### src/e1csr_pkg.sv
// Purpose: Shared constants and types for the E1 control and status registers.
// Assumes: Eight-bit register port, one system clock.
// Notes:   Status index 0 is status_one, 1 is status_two, 2 is receive_info.
package e1csr_pkg;
    localparam logic [7:0] E1CSR_A_SR1  = 8'h06;
    localparam logic [7:0] E1CSR_A_SR2  = 8'h07;
    localparam logic [7:0] E1CSR_A_RIR  = 8'h08;
    localparam logic [7:0] E1CSR_A_TRANSMIT_CONTROL_TWO = 8'h13;
    localparam logic [7:0] E1CSR_A_CCR  = 8'h14;
    localparam logic [7:0] E1CSR_A_INTERRUPT_MASK_ONE = 8'h16;
    localparam logic [7:0] E1CSR_A_INTERRUPT_MASK_TWO = 8'h17;
    localparam logic [7:0] E1CSR_A_SSR  = 8'h1E;
    localparam logic [7:0] E1CSR_RST    = 8'h00;
    localparam logic [7:0] E1CSR_TRANSMIT_CONTROL_TWO_WMASK = 8'hFB;
    localparam int E1CSR_SA_LO  = 3;
    localparam int E1CSR_SA_HI  = 7;
    localparam int E1CSR_AUTO_EBIT_ENABLE   = 1;
    localparam int E1CSR_PINF   = 0;
    localparam int E1CSR_LLB    = 7;
    localparam int E1CSR_TCODE  = 6;
    localparam int E1CSR_TBLK   = 5;
    localparam int E1CSR_TCHK   = 4;
    localparam int E1CSR_RSM    = 3;
    localparam int E1CSR_RCODE  = 2;
    localparam int E1CSR_RBLK   = 1;
    localparam int E1CSR_RCHK   = 0;
    localparam int E1CSR_NSTAT  = 3;
    localparam int E1CSR_NIRQ   = 2;

    typedef struct packed {
        logic positive;
        logic negative;
        logic bit_en;
    } e1csr_line_t;

    typedef struct packed {
        logic [7:0]                        transmit_control_two;
        logic [7:0]                        common_control;
        logic [E1CSR_NIRQ-1:0][7:0]        imr;
        logic [E1CSR_NSTAT-1:0][7:0]       latch;
        logic [E1CSR_NSTAT-1:0][7:0]       hold;
        logic [7:0]                        rdata;
        logic [E1CSR_NIRQ-1:0]             irq;
        logic                              status_pin;
        logic                              tx_spare;
        logic                              spare_from_link;
        logic                              tx_blk;
        logic                              rx_blk;
        e1csr_line_t                       rx_line;
    } e1csr_state_t;
endpackage

### src/e1csr_regs.sv
// Purpose: Control registers, latched status scheme and loopback steering of an E1 framer.
// Assumes: Synchronous register port; line bit rates arrive as one-cycle bit enables.
// Notes:   Read data appears one cycle after the read strobe.
`timescale 1ns/1ns
`default_nettype none

module e1csr_regs
    import e1csr_pkg::*;
(
    // Clock and reset.
    input  wire logic        i_clock,
    input  wire logic        i_srst,
    // Register port.
    input  wire logic [7:0]  i_addr,
    input  wire logic [7:0]  i_wdata,
    input  wire logic        i_wr,
    input  wire logic        i_rd,
    output logic      [7:0]  o_rdata,
    // Status sources.
    input  wire logic [7:0]  i_status_one_event,
    input  wire logic [7:0]  i_status_two_event,
    input  wire logic [7:0]  i_receive_info_event,
    input  wire logic [7:0]  i_synchronizer_state,
    input  wire logic        i_receive_sync_loss,
    input  wire logic        i_transmit_clock_loss,
    // Transmit and receive framing.
    input  wire logic [4:0]  i_spare_slot,
    input  wire logic        i_transmit_link_input,
    input  wire logic        i_internal_spare,
    input  wire logic        i_tx_ts26_bit1,
    input  wire logic        i_tx_block_base,
    input  wire logic        i_rx_ts26_bit1,
    input  wire logic        i_rx_block_base,
    // Line sides.
    input  wire e1csr_line_t i_rx_line,
    input  wire e1csr_line_t i_tx_line,
    output e1csr_line_t      o_rx_line,
    // Control and status outputs.
    output logic             o_tx_spare_bit,
    output logic             o_spare_from_link,
    output logic             o_auto_ebit_enable,
    output logic             o_status_pin,
    output logic             o_tx_channel_block_out,
    output logic             o_rx_channel_block_out,
    output logic             o_rx_signaling_mode,
    output logic             o_local_loopback_enable,
    output logic             o_tx_line_code_enable,
    output logic             o_rx_line_code_enable,
    output logic             o_tx_check_enable,
    output logic             o_rx_check_enable,
    output logic             o_interrupt_out_one,
    output logic             o_interrupt_out_two
);
    e1csr_state_t st_r;
    e1csr_state_t st_nxt;
    logic [E1CSR_NSTAT-1:0][7:0] ev;
    logic [E1CSR_NSTAT-1:0]      st_wr;

    assign ev[0] = i_status_one_event;
    assign ev[1] = i_status_two_event;
    assign ev[2] = i_receive_info_event;
    assign st_wr[0] = i_wr && (i_addr == E1CSR_A_SR1);
    assign st_wr[1] = i_wr && (i_addr == E1CSR_A_SR2);
    assign st_wr[2] = i_wr && (i_addr == E1CSR_A_RIR);

    always_comb begin
        st_nxt = st_r;
        if (i_wr) begin
            case (i_addr)
                E1CSR_A_TRANSMIT_CONTROL_TWO: st_nxt.transmit_control_two = i_wdata & E1CSR_TRANSMIT_CONTROL_TWO_WMASK;
                E1CSR_A_CCR:  st_nxt.common_control = i_wdata;
                E1CSR_A_INTERRUPT_MASK_ONE: st_nxt.imr[0] = i_wdata;
                E1CSR_A_INTERRUPT_MASK_TWO: st_nxt.imr[1] = i_wdata;
                default:      st_nxt.common_control = st_r.common_control;
            endcase
        end
        for (int k = 0; k < E1CSR_NSTAT; k++) begin
            st_nxt.latch[k] = st_r.latch[k] | ev[k];
            if (st_wr[k]) begin
                st_nxt.hold[k] = (st_r.hold[k] & ~i_wdata) | ((st_r.latch[k] | ev[k]) & i_wdata);
                st_nxt.latch[k] = (st_r.latch[k] & ~i_wdata) | ev[k];
            end
        end
        for (int k = 0; k < E1CSR_NIRQ; k++) begin
            st_nxt.irq[k] = |(st_nxt.latch[k] & st_r.imr[k]);
        end
        if (i_rd) begin
            case (i_addr)
                E1CSR_A_SR1:  st_nxt.rdata = st_r.hold[0];
                E1CSR_A_SR2:  st_nxt.rdata = st_r.hold[1];
                E1CSR_A_RIR:  st_nxt.rdata = st_r.hold[2];
                E1CSR_A_TRANSMIT_CONTROL_TWO: st_nxt.rdata = st_r.transmit_control_two;
                E1CSR_A_CCR:  st_nxt.rdata = st_r.common_control;
                E1CSR_A_INTERRUPT_MASK_ONE: st_nxt.rdata = st_r.imr[0];
                E1CSR_A_INTERRUPT_MASK_TWO: st_nxt.rdata = st_r.imr[1];
                E1CSR_A_SSR:  st_nxt.rdata = i_synchronizer_state;
                default:      st_nxt.rdata = E1CSR_RST;
            endcase
        end
        st_nxt.spare_from_link = |(i_spare_slot & st_r.transmit_control_two[E1CSR_SA_HI:E1CSR_SA_LO]);
        st_nxt.tx_spare = st_nxt.spare_from_link ? i_transmit_link_input : i_internal_spare;
        st_nxt.status_pin = st_r.transmit_control_two[E1CSR_PINF] ? i_transmit_clock_loss : i_receive_sync_loss;
        st_nxt.tx_blk = i_tx_block_base | (st_r.common_control[E1CSR_TBLK] & i_tx_ts26_bit1);
        st_nxt.rx_blk = i_rx_block_base | (st_r.common_control[E1CSR_RBLK] & i_rx_ts26_bit1);
        st_nxt.rx_line = st_r.common_control[E1CSR_LLB] ? i_tx_line : i_rx_line;
        if (i_srst) begin
            st_nxt = '0;
        end
    end

    always_ff @(posedge i_clock) begin
        st_r <= st_nxt;
    end

    assign o_rdata = st_r.rdata;
    assign o_rx_line = st_r.rx_line;
    assign o_tx_spare_bit = st_r.tx_spare;
    assign o_spare_from_link = st_r.spare_from_link;
    assign o_auto_ebit_enable = st_r.transmit_control_two[E1CSR_AUTO_EBIT_ENABLE];
    assign o_status_pin = st_r.status_pin;
    assign o_tx_channel_block_out = st_r.tx_blk;
    assign o_rx_channel_block_out = st_r.rx_blk;
    assign o_rx_signaling_mode = st_r.common_control[E1CSR_RSM];
    assign o_local_loopback_enable = st_r.common_control[E1CSR_LLB];
    assign o_tx_line_code_enable = st_r.common_control[E1CSR_TCODE];
    assign o_rx_line_code_enable = st_r.common_control[E1CSR_RCODE];
    assign o_tx_check_enable = st_r.common_control[E1CSR_TCHK];
    assign o_rx_check_enable = st_r.common_control[E1CSR_RCHK];
    assign o_interrupt_out_one = st_r.irq[0];
    assign o_interrupt_out_two = st_r.irq[1];
endmodule

`default_nettype wire

### config.mk
export PLATFORM = sky130hd
export DESIGN_NAME = e1csr_regs
export DESIGN_NICKNAME = d
export VERILOG_FILES = /design/src/e1csr_pkg.sv /design/src/e1csr_regs.sv
export SDC_FILE = /design/constraint.sdc
export NUM_CORES = 1
export LEC_CHECK = 0
export BUFFER_PORTS_ARGS = -buffer_cell sky130_fd_sc_hd__buf_2
export CORE_UTILIZATION = 54
export DETAILED_ROUTE_END_ITERATION = 16
export GPL_ROUTABILITY_DRIVEN = 0
export GPL_TIMING_DRIVEN = 0
export PLACE_DENSITY = 0.79
export SLEW_MARGIN = 0
export SYNTH_ARGS = -nofsm -noshare
export SYNTH_HDL_FRONTEND = slang
export SYNTH_SLANG_ARGS = --single-unit
### constraint.sdc
create_clock -name i_clock -period 3.4 [get_ports i_clock]
set_clock_uncertainty 0.2 [all_clocks]
set_input_delay 1.02 -clock i_clock [delete_from_list [all_inputs] [get_ports i_clock]]
set_output_delay 1.02 -clock i_clock [all_outputs]
set_load 0.02 [all_outputs]
After elaboration in Yosys (flattened, before gate mapping)
Cells that the tools add are included.
{"block": "op_classes", "eq_ne": 8, "n_reduce_logical": 10, "n_bitwise": 26, "n_mux": 7}
{"cell": "AND 8 bit", "count": 11}
{"cell": "OR 8 bit", "count": 9}
{"cell": "case mux 8 bit (8 select lines)", "count": 1}
{"cell": "equality test 8 x 5 -> 1 bit (second input constant)", "count": 5}
{"cell": "2-to-1 mux 8 bit", "count": 3}
{"cell": "equality test 8 x 3 -> 1 bit (second input constant)", "count": 2}
{"cell": "OR reduction 8 bit", "count": 2}
{"cell": "equality test 8 x 4 -> 1 bit (second input constant)", "count": 1}
{"cell": "inverter 8 bit", "count": 1}
{"cell": "AND reduction 2 bit", "count": 4}
{"cell": "AND 5 bit", "count": 1}
{"cell": "OR reduction 5 bit", "count": 1}
{"cell": "logical AND 1 bit", "count": 3}
{"cell": "2-to-1 mux 3 bit", "count": 1}
{"cell": "AND 1 bit", "count": 2}
{"cell": "2-to-1 mux 1 bit", "count": 2}
{"cell": "OR 1 bit", "count": 2}
{"block": "word_totals", "word_cells": 71, "register_bits": 97, "inputBits": 71, "output_inout_bits": 25}

Depth between registers and ports, before layout
{"block": "logic_depth", "ltp_word": 6, "depth_mapped": 8, "ltp_nobuf": 5}

Worst setup path after synthesis
OpenSTA, ideal clock, no wires.
{"block": "synth_path", "path_type": "input-to-reg", "startpoint": "in i_addr[4]", "endpoint": "reg st_r, in the netlist o_interrupt_out_one", "cell_stages": 6, "path_slack_ns": 0.237, "n_path_buf": 1, "setup_ns": 0.138, "arrival_time_ns": 2.824, "required_time_ns": 3.062, "cell_sequence": "or4_4 > buf_6 > or4_4 > a21o_1 > a2111oi_2 > a41oi_1"}
{"block": "synth_via", "elab_chain_cells": 5}
{"element": "start, declared", "line": "e1csr_regs.sv:14", "text": "input wire logic [7:0] i_addr,"}
{"element": "equality test 8 x 3 -> 1 bit", "line": "e1csr_regs.sv:62", "text": "assign st_wr[0] = i_wr && (i_addr == E1CSR_A_SR1);"}
{"element": "logical AND 1 bit", "line": "e1csr_regs.sv:62"}
{"element": "2-to-1 mux 8 bit", "line": "e1csr_regs.sv:79", "text": "if (st_wr[k]) begin"}
{"element": "AND 8 bit", "line": "e1csr_regs.sv:85", "text": "st_nxt.irq[k] = |(st_nxt.latch[k] & st_r.imr[k]);"}
{"element": "OR reduction 8 bit", "line": "e1csr_regs.sv:85"}
{"element": "end signal, assigned", "line": "e1csr_regs.sv:112", "text": "st_r <= st_nxt;"}
{"element": "end, declared", "line": "e1csr_regs.sv:54", "text": "e1csr_state_t st_r;"}
Every way passes these cells.
A chain may end at the register's enable or synchronous reset.

Worst setup path after layout
Same ends and word-level chain as after synthesis.

==> results.rst <==
.. list-table::
   :header-rows: 1

   * - Metric
     - Value
   * - Post-CTS setup buffer count
     - 0
   * - Number of global-route vias before repair
     - 4,071
   * - Routed wire length
     - 13,000 um
   * - GRT Resource Usage Total
     - 31.3%
   * - Top routing layer in use
     - met4
   * - Placed cell area
     - 5020 um2
   * - Die width
     - 92.6 um
   * - Actual transition at the worst max-transition pin
     - 1030 ps
   * - Ports placed on the boundary
     - 96
   * - Final global-route overflow total
     - 0
   * - Switching power
     - 0.000581 W
   * - Fraction of the yosys area taken by sequential cells
     - 43.8%
   * - Combined area of all synthesized cells
     - 4430 um2
   * - Number of inserted diodes
     - 0
   * - Post-route core utilization
     - 66.4%
   * - Endpoint class of the critical path
     - flip-flop
   * - Count of antenna-violating nets left after detailed routing
     - 0
   * - Overall via count from detail_route
     - 4,539
   * - Data arrival time of the worst path
     - 3350 ps
   * - Leak pwr
     - 2.11 nW
   * - Sequential group share of total power
     - 56.2%
   * - Yosys top cell by area
     - sky130_fd_sc_hd__dfxtp_1
   * - Relative slew slack
     - 30.9%
   * - Avg WL per Cell
     - 17.5 um
   * - Clock-pin slew reported for the worst setup and hold paths after clock tree synthesis
     - 100 ps
   * - Cell at the root of the clock tree
     - sky130_fd_sc_hd__clkbuf_8
   * - Synth unique cells
     - 53
   * - Worst setup path class
     - in2reg
   * - Worst path required time
     - 3410 ps
   * - Die area
     - 8580 um2
   * - Kind of path behind the tightest hold check
     - reg2reg
   * - Number of buffers between clock root and the deepest sink
     - 2
   * - Met3 Wirelength
     - 1500 um
   * - Number of clock sinks seen by CTS
     - 97
   * - Worst hold margin
     - 276 ps
   * - HPWL after detailed placement
     - 9630 um
   * - Antenna violations before repair
     - 0
   * - First-pass GRT wire length
     - 20,500 um
   * - Minimum period implied by the final worst setup slack
     - 3340 ps
   * - Net count after synthesis
     - 605
   * - CTS Hold Buffers Added
     - 0
   * - Combinational share of power
     - 9.3%
   * - Count of max-cap constraint violations
     - 0
   * - FMAX
     - 299 MHz
   * - Residual DRC count
     - 0
   * - Pint
     - 0.00151 W
   * - Number of placement rows
     - 32
   * - Max-slew violation total from the final report
     - 0
   * - CTS tree
     - yes
   * - Power share of the clock group
     - 34.6%
   * - Sum of internal, switching and leakage power
     - 0.00209 W
   * - Critical Path Fanout Max
     - 9
   * - Mean cell area of the mapped netlist
     - 8.30 um2
   * - Pin count of the biggest net entering global routing
     - 19
   * - Area grow syn2layout
     - 17.6%
   * - PwrDens
     - 401 nW/um2
   * - Total clock buffers created by CTS
     - 9
   * - Final count of negative-setup-slack endpoints
     - 0
   * - Dominant cells by area after synthesis
     - sky130_fd_sc_hd__dfxtp_1, sky130_fd_sc_hd__mux2i_1, sky130_fd_sc_hd__a21oi_1, sky130_fd_sc_hd__nor2_1, sky130_fd_sc_hd__nor3_1
   * - Metal1 wirelength
     - 5270 um
   * - Avg Vias per Cell
     - 6.11
   * - Setup repair after global routing missed its margin
     - no
   * - Fraction of final layout cells sized beyond drive strength 1
     - 20.9%
   * - Gate count of the mapped netlist
     - 534
   * - CTS H-tree depth
     - 3
   * - Fin nets
     - 707
   * - Placeable Area
     - 7850 um2
   * - Number of warnings issued by yosys
     - 0
   * - Commonest register cell after synthesis
     - sky130_fd_sc_hd__dfxtp_1
   * - Status
     - finished clean
   * - Clock latency at the later pin of the worst-skew pair
     - 380 ps
   * - Period utilisation layout
     - 98.2%
   * - Die Height
     - 92.6 um
   * - Starting density of the core
     - 56.5%
   * - Library cell with the highest instance count after synthesis
     - sky130_fd_sc_hd__dfxtp_1
   * - Drt first pass iters
     - 5
   * - Post-layout instance area
     - 5210 um2
   * - Total of buffers placed on input and output ports
     - 91
   * - Switching Fraction
     - 27.8%
   * - Type of element launching the critical path
     - input pin
   * - Flop and latch count out of synthesis
     - 97
   * - FFs w/ async S/R, synth
     - 0%
   * - Synth top area share
     - 43.8%
   * - Peak ir drop on the vdd network
     - 0.260 mV
   * - Detail Route met2 WL
     - 5830 um
   * - Number of enable-type register cells in the synthesized netlist
     - 0
   * - List of most frequent post-synthesis cells
     - sky130_fd_sc_hd__dfxtp_1, sky130_fd_sc_hd__a21oi_1, sky130_fd_sc_hd__nor2_1
   * - Final number of hold-violating endpoints
     - 0
   * - Number of violations reported at the end of detailed-routing iteration 0
     - 570
   * - PostCTS Resize Cnt
     - 0
-- layout by cell type (no fill, tap or decap), types with 12 or more instances in the layout --
cell                       count
sky130_fd_sc_hd__a221oi_1     12
sky130_fd_sc_hd__buf_2        97
sky130_fd_sc_hd__nand3_1      18
sky130_fd_sc_hd__a21oi_1      59
sky130_fd_sc_hd__clkbuf_1     29
sky130_fd_sc_hd__nor2_1       57
sky130_fd_sc_hd__inv_1        15
sky130_fd_sc_hd__nor3_1       40
sky130_fd_sc_hd__mux2i_1      32
sky130_fd_sc_hd__nand2_1      49
sky130_fd_sc_hd__o21ai_0      21
sky130_fd_sc_hd__dfxtp_1      97
-- worst max-delay path, cell delays in order --
cell	delay [ps]
sky130_fd_sc_hd__buf_2	110
sky130_fd_sc_hd__or4_4	530
sky130_fd_sc_hd__buf_6	150
sky130_fd_sc_hd__nor3_1	770
sky130_fd_sc_hd__a31oi_1	240
sky130_fd_sc_hd__a2111oi_2	360
sky130_fd_sc_hd__a41oi_1	160
-- layer usage --
layer | GRT usage [%] | up-vias
met3 | 6.90 | 36
li1 | - | 2137
met5 | 0 | -
met4 | 12.6 | 0
met2 | 48.6 | 265
met1 | 42.4 | 2101
-- metrics by stage --
step / TNS [ps] / worst slack [ps] / instances
after floorplan: 0 / 237 / 534
after global placement: -5240 / -324 / 727
after detailed placement: -8300 / -388 / 727
after CTS: 0 / 16.0 / 743
after global routing: 0 / 10.8 / 743
final: 0 / 60.4 / 743
-- path summary, 6_finish.rpt --
check | from | to | slack [ps] | cells past startpoint
worst max-delay path | i_addr[4] | o_interrupt_out_one$_SDFF_PP0_ | 60 | 7
worst min-delay path | flip-flop | flip-flop | 280 | 2
worst min register to register | flip-flop | flip-flop | 280 | 2
worst max register to register | st_r[78]$_SDFFE_PP0P_ | o_rdata[4]$_SDFFE_PP0P_ | 1650 | 4
-- logic make-up (layout without fill, tap and decap cells) --
family | count (synthesis) | in the layout | share of synthesized area (%)
buffers and inverters | 64 | 171 | 6.69
and+or+nand+nor | 196 | 196 | 20.7
muxes | 35 | 35 | 8.49
AOI/OAI and AO/OA | 142 | 142 | 20.4
DFF | 97 | 97 | 43.8
-- power by group through the flow --
| stage | logic [W] | clock network, W | registers (W) |
|---|---|---|---|
| 2_1_floorplan | 0.0000943 | 0 | 0.00120 |
| 3_3_place_gp | 0.000184 | 0 | 0.00120 |
| 3_5_place_dp | 0.000189 | 0 | 0.00120 |
| 4_1_cts | 0.000190 | 0.000727 | 0.00117 |
| 5_1_grt | 0.000211 | 0.000779 | 0.00118 |
| 6_report | 0.000194 | 0.000723 | 0.00117 |
-- layout make-up --
| class | count | area [um2] |
|---|---|---|
| fillers | 679 | 2630 |
| multi-input cells | 373 | 2210 |
| flip-flops and latches | 97 | 1940 |
| repair buffers | 91 | 455 |
| plain buffers | 48 | 236 |
| well taps | 102 | 128 |
| clock buffers | 9 | 124 |
| clock inverters | 7 | 60.1 |
| inverters | 16 | 60.1 |
(Power assumes the default switching activity.)
